--- src/core/vp_pkg.sv ---
package vp_pkg;

   // ****************************************************************
   // Clock and timing
   // ****************************************************************
   localparam int CLK_HZ = 10_000_000;        // clk_sys rate
   localparam int SEC_PERIOD_S = 1;           // Base tick period, seconds
   localparam int SEC_CYCLES = CLK_HZ * SEC_PERIOD_S;
   localparam int DRAIN_TIME_S = 4;           // Valve open interval
   localparam int SETTLE_TIME_S = 3;          // Switch ignored interval
   localparam logic [11:0] DRAIN_SECS = 12'(DRAIN_TIME_S);
   localparam logic [11:0] SETTLE_SECS = 12'(SETTLE_TIME_S);

   // ****************************************************************
   // Test duration steps
   // ****************************************************************
   localparam logic [11:0] FINE_LIMIT = 12'h03c;     // 60 s
   localparam logic [11:0] MID_LIMIT = 12'h258;      // 600 s
   localparam logic [11:0] MAX_TIME = 12'he10;       // 3600 s
   localparam logic [11:0] MID_STEP = 12'h00a;       // 10 s
   localparam logic [11:0] COARSE_STEP = 12'h03c;    // 60 s

   // ****************************************************************
   // Register map (byte addresses)
   // ****************************************************************
   localparam logic [4:0] ADDR_CONFIG = 5'h00;
   localparam logic [4:0] ADDR_TEST_TIME = 5'h04;
   localparam logic [4:0] ADDR_STATUS = 5'h08;
   localparam logic [4:0] ADDR_IRQ_STATUS = 5'h0c;
   localparam logic [4:0] ADDR_IRQ_MASK = 5'h10;
   localparam logic [11:0] TEST_TIME_RESET = 12'h000;

   // Event bits in status and mask registers
   localparam int EV_PASS = 0;
   localparam int EV_LOW_LEAK = 1;
   localparam int EV_HIGH_LEAK = 2;
   localparam int EV_ABORT = 3;
   localparam int EV_W = 4;

   // ****************************************************************
   // Types
   // ****************************************************************
   typedef enum logic [2:0] {
      SCHED_NEVER = 3'h0,
      SCHED_BEFORE = 3'h1,
      SCHED_AFTER = 3'h2,
      SCHED_BOTH = 3'h3,
      SCHED_SPLIT = 3'h4
   } sched_e;

   typedef enum logic [3:0] {
      ST_IDLE,
      ST_DRAIN,
      ST_SETTLE_LOW,
      ST_CHECK_LOW,
      ST_FILL,
      ST_SETTLE_HIGH,
      ST_CHECK_HIGH,
      ST_LOCKOUT
   } prove_e;

   typedef struct packed {
      sched_e sched;
      logic [11:0] test_time;
   } cfg_s;

   typedef struct packed {
      logic switch_on;
      logic demand;
      logic busy;
      logic lockout;
      prove_e state;
   } stat_s;

endpackage : vp_pkg

--- src/core/valve_prover.sv ---
`timescale 1ns/1ns
// Function
// - Five schedule choices selectable
// - Never by default, no proving then
// - Before: prove alongside pre-purge
// - After: prove after run, hold relay
// - Both: full test at both points
// - Split: high before, low after
// - Proving only while demand input asserted
// - Programmable switch monitoring duration
// - All intervals within ten percent
// - Drain: downstream open four seconds
// - Settle three seconds, switch ignored
// - Low check: switch on means lockout
// - Fill: upstream open four seconds
// - Settle three seconds again, switch ignored
// - High check: switch off means lockout
// - Duration steps 1s, 10s, 1min
module valve_prover
   import vp_pkg::*;
#(
   parameter int TICK_CYCLES = SEC_CYCLES
) (
   input wire logic clk_sys,
   input wire logic nrst,
   input wire logic [4:0] avs_address,
   input wire logic avs_read,
   input wire logic avs_write,
   input wire logic [31:0] avs_writedata,
   input wire logic [3:0] avs_byteenable,
   output logic [31:0] avs_readdata,
   output logic avs_waitrequest,
   input wire logic prove_demand,
   input wire logic seat_pressure_switch,
   input wire logic prepurge_req,
   input wire logic postrun_req,
   output logic upstream_valve,
   output logic downstream_valve,
   output logic before_ok,
   output logic after_ok,
   output logic relay_hold,
   output logic lockout,
   output logic irq
);

   // ****************************************************************
   // Helpers
   // ****************************************************************

   // Snap a requested duration to the legal step grid
   function automatic logic [11:0] snap_time(input logic [11:0] t);
      logic [11:0] c;
      c = (t > MAX_TIME) ? MAX_TIME : t;
      if (c <= FINE_LIMIT) begin
         snap_time = c;
      end else if (c <= MID_LIMIT) begin
         snap_time = c - (c % MID_STEP);
      end else begin
         snap_time = c - (c % COARSE_STEP);
      end
   endfunction : snap_time

   // Two-flop synchroniser stage update
   function automatic logic [1:0] sync2(input logic [1:0] s,
                                        input logic d);
      sync2 = {s[0], d};
   endfunction : sync2

   // True while a proving step is running
   function automatic logic in_test(input prove_e s);
      in_test = s != ST_IDLE && s != ST_LOCKOUT;
   endfunction : in_test

   // Valve step ends on the tick that empties its last second
   function automatic logic valve_done(input logic t,
                                       input logic [11:0] left);
      valve_done = t && left == 12'h001;
   endfunction : valve_done

   // ****************************************************************
   // Pin synchronisers
   // ****************************************************************
   logic [1:0] demand_sy;
   logic [1:0] switch_sy;
   logic [1:0] pre_sy;
   logic [1:0] post_sy;
   logic pre_d;
   logic post_d;

   // Two flops per pin before any logic
   always_ff @(posedge clk_sys or negedge nrst) begin
      if (!nrst) begin
         demand_sy <= 2'h0;
         switch_sy <= 2'h0;
         pre_sy <= 2'h0;
         post_sy <= 2'h0;
         pre_d <= 1'b0;
         post_d <= 1'b0;
      end else begin
         demand_sy <= sync2(demand_sy, prove_demand);
         switch_sy <= sync2(switch_sy, seat_pressure_switch);
         pre_sy <= sync2(pre_sy, prepurge_req);
         post_sy <= sync2(post_sy, postrun_req);
         pre_d <= pre_sy[1];
         post_d <= post_sy[1];
      end
   end

   // Synchronised levels and request edges
   wire demand = demand_sy[1];
   wire sw_on = switch_sy[1];
   wire pre_rise = pre_sy[1] && !pre_d;
   wire post_rise = post_sy[1] && !post_d;

   // ****************************************************************
   // Registers and bus slave
   // ****************************************************************
   cfg_s cfg;
   logic [EV_W-1:0] irq_status;
   logic [EV_W-1:0] irq_mask;
   logic [EV_W-1:0] ev;
   stat_s stat;
   prove_e state;

   // Bus decode, a request is taken while waitrequest is high
   wire access = (avs_read || avs_write) && avs_waitrequest;
   wire wr_go = avs_write && !avs_waitrequest;
   wire be0 = avs_byteenable[0];
   wire be1 = avs_byteenable[1];
   wire wr_cfg = wr_go && avs_address == ADDR_CONFIG && be0;
   wire wr_time = wr_go && avs_address == ADDR_TEST_TIME;
   wire wr_irqs = wr_go && avs_address == ADDR_IRQ_STATUS && be0;
   wire wr_mask = wr_go && avs_address == ADDR_IRQ_MASK && be0;
   wire [2:0] wr_sched = avs_writedata[2:0];
   wire sched_legal = wr_sched <= SCHED_SPLIT;
   wire [11:0] time_merge = {be1 ? avs_writedata[11:8]
                                 : cfg.test_time[11:8],
                             be0 ? avs_writedata[7:0]
                                 : cfg.test_time[7:0]};

   // Status word from live state and synchronised pins
   assign stat = '{switch_on: sw_on, demand: demand,
                   busy: in_test(state),
                   lockout: state == ST_LOCKOUT, state: state};

   // Read data selection
   logic [31:0] rd_mux;
   always_comb begin
      unique case (avs_address)
         ADDR_CONFIG: rd_mux = {29'h0, cfg.sched};
         ADDR_TEST_TIME: rd_mux = {20'h0, cfg.test_time};
         ADDR_STATUS: rd_mux = {24'h0, stat};
         ADDR_IRQ_STATUS: rd_mux = {28'h0, irq_status};
         ADDR_IRQ_MASK: rd_mux = {28'h0, irq_mask};
         default: rd_mux = 32'h0;
      endcase
   end

   // One wait state, answer on the following edge
   always_ff @(posedge clk_sys or negedge nrst) begin
      if (!nrst) begin
         avs_waitrequest <= 1'b1;
         avs_readdata <= 32'h0;
      end else begin
         avs_waitrequest <= !access;
         avs_readdata <= access ? rd_mux : 32'h0;
      end
   end

   // Configuration writes
   always_ff @(posedge clk_sys or negedge nrst) begin
      if (!nrst) begin
         cfg.sched <= SCHED_NEVER;
         cfg.test_time <= TEST_TIME_RESET;
      end else begin
         if (wr_cfg && sched_legal) begin
            cfg.sched <= sched_e'(wr_sched);
         end
         if (wr_time) begin
            cfg.test_time <= snap_time(time_merge);
         end
      end
   end

   // Sticky events, set wins over write-one-clear
   always_ff @(posedge clk_sys or negedge nrst) begin
      if (!nrst) begin
         irq_status <= '0;
         irq_mask <= '0;
         irq <= 1'b0;
      end else begin
         irq_status <= (irq_status &
                        ~(wr_irqs ? avs_writedata[EV_W-1:0] : '0)) | ev;
         if (wr_mask) begin
            irq_mask <= avs_writedata[EV_W-1:0];
         end
         irq <= |(irq_status & irq_mask);
      end
   end

   // ****************************************************************
   // Seconds timebase
   // ****************************************************************
   // Prescaler count and whole seconds left in the step
   logic [23:0] pre_cnt;
   logic [11:0] secs_left;
   logic enter;
   logic [11:0] load_secs;
   wire tick = pre_cnt == 24'(TICK_CYCLES - 1);
   wire expired = secs_left == 12'h000;

   // Prescaler restarts at each step so intervals are exact
   always_ff @(posedge clk_sys or negedge nrst) begin
      if (!nrst) begin
         pre_cnt <= 24'h0;
         secs_left <= 12'h000;
      end else if (enter) begin
         pre_cnt <= 24'h0;
         secs_left <= load_secs;
      end else begin
         pre_cnt <= tick ? 24'h0 : pre_cnt + 24'h1;
         if (tick && !expired) begin
            secs_left <= secs_left - 12'h001;
         end
      end
   end

   // ****************************************************************
   // Proving sequencer
   // ****************************************************************
   logic at_after;
   logic low_only;
   logic next_at_after;
   logic next_low_only;
   prove_e next_state;
   logic next_before_ok;
   logic next_after_ok;

   // Schedule decode, demand gates both points
   wire sched_pre = cfg.sched == SCHED_BEFORE || cfg.sched == SCHED_BOTH;
   wire sched_post = cfg.sched == SCHED_AFTER || cfg.sched == SCHED_BOTH;
   wire split = cfg.sched == SCHED_SPLIT;
   wire run_pre = demand && (sched_pre || split);
   wire run_post = demand && (sched_post || split);

   // Next state and step timing
   always_comb begin
      next_state = state;
      next_at_after = at_after;
      next_low_only = low_only;
      next_before_ok = before_ok && pre_sy[1];
      next_after_ok = after_ok && post_sy[1];
      enter = 1'b0;
      load_secs = 12'h000;
      ev = '0;
      unique case (state)
         ST_IDLE: begin
            if (pre_rise) begin
               if (run_pre) begin
                  next_at_after = 1'b0;
                  next_low_only = 1'b0;
                  next_state = split ? ST_FILL : ST_DRAIN;
                  enter = 1'b1;
                  load_secs = DRAIN_SECS;
               end else begin
                  next_before_ok = 1'b1;
               end
            end else if (post_rise) begin
               if (run_post) begin
                  next_at_after = 1'b1;
                  next_low_only = split;
                  next_state = ST_DRAIN;
                  enter = 1'b1;
                  load_secs = DRAIN_SECS;
               end else begin
                  next_after_ok = 1'b1;
               end
            end
         end
         ST_DRAIN: begin
            if (valve_done(tick, secs_left)) begin
               next_state = ST_SETTLE_LOW;
               enter = 1'b1;
               load_secs = SETTLE_SECS;
            end
         end
         ST_SETTLE_LOW: begin
            if (expired) begin
               next_state = ST_CHECK_LOW;
               enter = 1'b1;
               load_secs = cfg.test_time;
            end
         end
         ST_CHECK_LOW: begin
            if (sw_on) begin
               next_state = ST_LOCKOUT;
               ev[EV_LOW_LEAK] = 1'b1;
            end else if (expired) begin
               if (low_only) begin
                  next_state = ST_IDLE;
                  next_after_ok = 1'b1;
                  ev[EV_PASS] = 1'b1;
               end else begin
                  next_state = ST_FILL;
                  enter = 1'b1;
                  load_secs = DRAIN_SECS;
               end
            end
         end
         ST_FILL: begin
            if (valve_done(tick, secs_left)) begin
               next_state = ST_SETTLE_HIGH;
               enter = 1'b1;
               load_secs = SETTLE_SECS;
            end
         end
         ST_SETTLE_HIGH: begin
            if (expired) begin
               next_state = ST_CHECK_HIGH;
               enter = 1'b1;
               load_secs = cfg.test_time;
            end
         end
         ST_CHECK_HIGH: begin
            if (!sw_on) begin
               next_state = ST_LOCKOUT;
               ev[EV_HIGH_LEAK] = 1'b1;
            end else if (expired) begin
               next_state = ST_IDLE;
               next_before_ok = !at_after || before_ok;
               next_after_ok = at_after || after_ok;
               ev[EV_PASS] = 1'b1;
            end
         end
         ST_LOCKOUT: begin
            next_state = ST_LOCKOUT;
         end
      endcase
      // Demand withdrawn mid-test ends the test, valves closed
      if (!demand && in_test(state)) begin
         next_state = ST_IDLE;
         ev[EV_ABORT] = 1'b1;
      end
   end

   // Valve drive per state
   wire next_down = next_state == ST_DRAIN;
   wire next_up = next_state == ST_FILL;
   wire next_hold = next_state != ST_IDLE && next_at_after;

   // State and output registers
   always_ff @(posedge clk_sys or negedge nrst) begin
      if (!nrst) begin
         state <= ST_IDLE;
         at_after <= 1'b0;
         low_only <= 1'b0;
         before_ok <= 1'b0;
         after_ok <= 1'b0;
         upstream_valve <= 1'b0;
         downstream_valve <= 1'b0;
         relay_hold <= 1'b0;
         lockout <= 1'b0;
      end else begin
         state <= next_state;
         at_after <= next_at_after;
         low_only <= next_low_only;
         before_ok <= next_before_ok;
         after_ok <= next_after_ok;
         upstream_valve <= next_up;
         downstream_valve <= next_down;
         relay_hold <= next_hold;
         lockout <= next_state == ST_LOCKOUT;
      end
   end

endmodule : valve_prover

--- config.mk ---
export PLATFORM = sky130hd
export DESIGN_NAME = valve_prover
export DESIGN_NICKNAME = d
export VERILOG_FILES = /design/src/core/vp_pkg.sv /design/src/core/valve_prover.sv
export SDC_FILE = /design/constraint.sdc
export NUM_CORES = 1
export LEC_CHECK = 0
export BUFFER_PORTS_ARGS = -buffer_cell sky130_fd_sc_hd__buf_4
export CORE_MARGIN = 4
export CORE_UTILIZATION = 51
export DETAILED_ROUTE_END_ITERATION = 8
export PLACE_DENSITY = 0.74
export REMOVE_ABC_BUFFERS = 1
export SYNTH_ARGS = -nofsm -noshare
export SYNTH_HDL_FRONTEND = slang
export SYNTH_SLANG_ARGS = --single-unit
--- constraint.sdc ---
create_clock -name clk_sys -period 18.8 [get_ports clk_sys]
set_input_delay 1.88 -clock clk_sys [delete_from_list [all_inputs] [get_ports clk_sys]]
set_output_delay 1.88 -clock clk_sys [all_outputs]
set_load 0.02 [all_outputs]
==> flow_summary.yaml <==
critical_path:
  end_kind: "register"
  cp_slowest_cell: "or4_4"
  slowest_delay_ns: 0.56
  r2r_cells: 92
  crit_start: "avs_byteenable[0]"
  worstPathMaxFanout: 13
  required_ns: 19.00
  crit_top_cell: "a21oi_2"
  r2r_start: "cfg[11]"
  start_kind: "primary input"
  path_class: "in2reg"
  arrival_ns: 18.30
placement:
  gp_congestion: 0.896
  port_buffers: 46
  dp.cells: 1338
  post-place-ws_ns: -0.515
  hpwl_um: 15800
sta:
  fmax_mhz: 55.3
  report.final.slew_viol_count: 0
  fin_crit_ns: 18.09
  worst_slew_pin_slew_ns: 1.20
  timing.final.crit_share_pct: 96.2
  max_slew_margin_pct: 20.2
  setup_viol: 0
  hold-worst-slack_ns: 0.349
  finalWorstSetupSlack_ns: 0.706
  hold_viol: 0
  fin_skew_ns: 0.00775
floorplanning:
  core_area_mm2: 0.0153
  die_h_um: 134
  start_util_pct: 52.6
  die_x_um: 134
  dieArea_mm2: 0.0179
  rows: 45
  ios: 89
routing:
  final_antenna_net_count: 0
  routedWlPerCell_um: 15.3
  drtIter0Drc: 532
  num_vias: 7738
  via_per_inst: 5.68
  drt-pass1-iter-count: 5
  wl_um: 20800
  drc: 0
global_routing:
  grt_pass1_wl_um: 34200
  overflow: 0
  antenna_found_initial: 0
  grt_max_degree: 61
  track_usage_pct: 22.8
  grt_pass1_vias: 7273
finish:
  nets: 1242
  layout_common_cells: "buf_4 (187), nand2_1 (109), nor2_1 (104)"
  postLayoutCoreUtil_pct: 66.4
  drive_above_1_share_pct: 25.1
  area_delta_synth_final_pct: 26.2
  diodes: 0
  instances_no_fill: 1362
  final_common_cell: "buf_4"
logic_synthesis:
  synth_edf_count: 0
  synth_area_mm2: 0.00805
  ys_async_sr_fraction_pct: 100
  syn_area_per_cell_um2: 8.25
  ys_ff_latch: 95
  ys.flop_type: "dfrtp_1"
  ys_types: 95
  ys_warn_count: 0
  ys_seq_area_share_pct: 29.5
  synthCells: 976
cts:
  cts-root-buf: "clkbuf_16"
  cts_tree: "yes"
  cts-hold-fix-buffers: 0
  htreeDepth: 3
  clkSinkCount: 95
  cts_buffers: 9
  clockBufferDepth: 2
  clk-insertion-delay-late_ns: 0.35
  path_clk_slew_ns: 0.07
min_path:
  hold_start: "post_sy[0]"
  hp-class: "reg2reg"
  whs_path_depth: 0
flow_run:
  max_cap_viol_count: 0
outcome:
  status: "finished, final reports clean"
-- cell type report --
type / count / area, µm²
multi-input cells: 819 / 5630
well taps: 211 / 264
clock inverters: 7 / 120
repair buffers: 188 / 1420
fillers: 1294 / 5150
flip-flops and latches: 95 / 2380
inverters: 33 / 126
clock buffers: 9 / 225
-- final timing paths --
kind                                 to  slack [ns]
setup / recovery                cfg[11]        0.71
hold / removal               post_sy[1]        0.35
setup reg to reg                cfg[11]        1.97
hold reg to reg              post_sy[1]        0.35
max in group asynchronous  secs_left[0]       16.24
min in group asynchronous    pre_cnt[8]        1.48
-- worst max-delay path: cells and delay by family --
family | cells | cell delay, ns
buf+inv | 8 | 0.95
mux | 5 | 1.08
simple gates | 31 | 5.42
fa+ha+maj | 9 | 2.63
compound gates | 36 | 5.47
xor+xnor | 4 | 0.88
-- sequential cells by signal (all words and copies together) (netlist names), 2 cells and up --
name	flops
pre_sy	2
irq_status	4
switch_sy	2
avs_readdata	12
cfg	15
state	4
post_sy	2
demand_sy	2
pre_cnt	24
irq_mask	4
secs_left	12
-- cell usage after synthesis, types with 8 or more instances --
library cell,count,area share (%)
a31oi_1,12,0.93
o211ai_1,9,0.84
o21ai_0,54,3.4
nor4_1,8,0.62
nor2_1,109,5.1
buf_4,21,2.0
xor2_1,29,3.2
dfrtp_1,94,29
mux2_2,9,1.3
and3_1,17,1.3
xnor2_1,33,3.6
nor2b_1,11,0.85
inv_1,31,1.4
nand4_1,8,0.62
clkbuf_1,20,0.93
and2_1,15,1.2
a21oi_1,59,3.7
nand2_1,109,5.1
mux2i_1,22,2.7
nand2b_1,10,0.78
a22oi_1,11,1.0
o21a_1,13,1.2
ha_1,47,7.3
nor3_1,36,2.2
a21o_1,18,1.7
nand3_1,33,2.1
-- layer usage --
layer  GRT usage (%)  vias to the layer above  share of wire (%)
li1                -                     3850                  -
met1            29.9                     3682                 44
met2            40.0                      178                 50
met3            2.34                       28                4.0
met4            6.17                        0                1.5
met5               0                        -                  0
-- kinds of logic (layout without fill, tap and decap cells) --
logic type / after synthesis / count (layout) / synth area share (%)
simple gates: 406 / 406 / 25.4
fa+ha+maj: 47 / 47 / 7.30
mux: 35 / 35 / 4.82
buf+inv: 81 / 237 / 5.06
xor+xnor: 63 / 63 / 6.94
flops: 95 / 95 / 29.5
other cells: 1 / 20 / 0.0466
compound gates: 248 / 248 / 20.9
-- metrics by stage --
stage | TNS, ns | area [µm²]
floorplan | -6.10 | 7840
global placement | -0.265 | 9460
detailed placement | -0.515 | 9460
CTS | 0 | 9850
global route | -0.247 | 10200
finish | 0 | 10200
-- timing repair --
item,CTS,global route
setup endpoints to repair,1,7
pin swaps,0,29
setup buffers,0,8
resized for setup,10,52
Power is left out: the tool's default activity adds up to more than one toggle a clock period on the data nets, which glitch-free logic cannot reach.
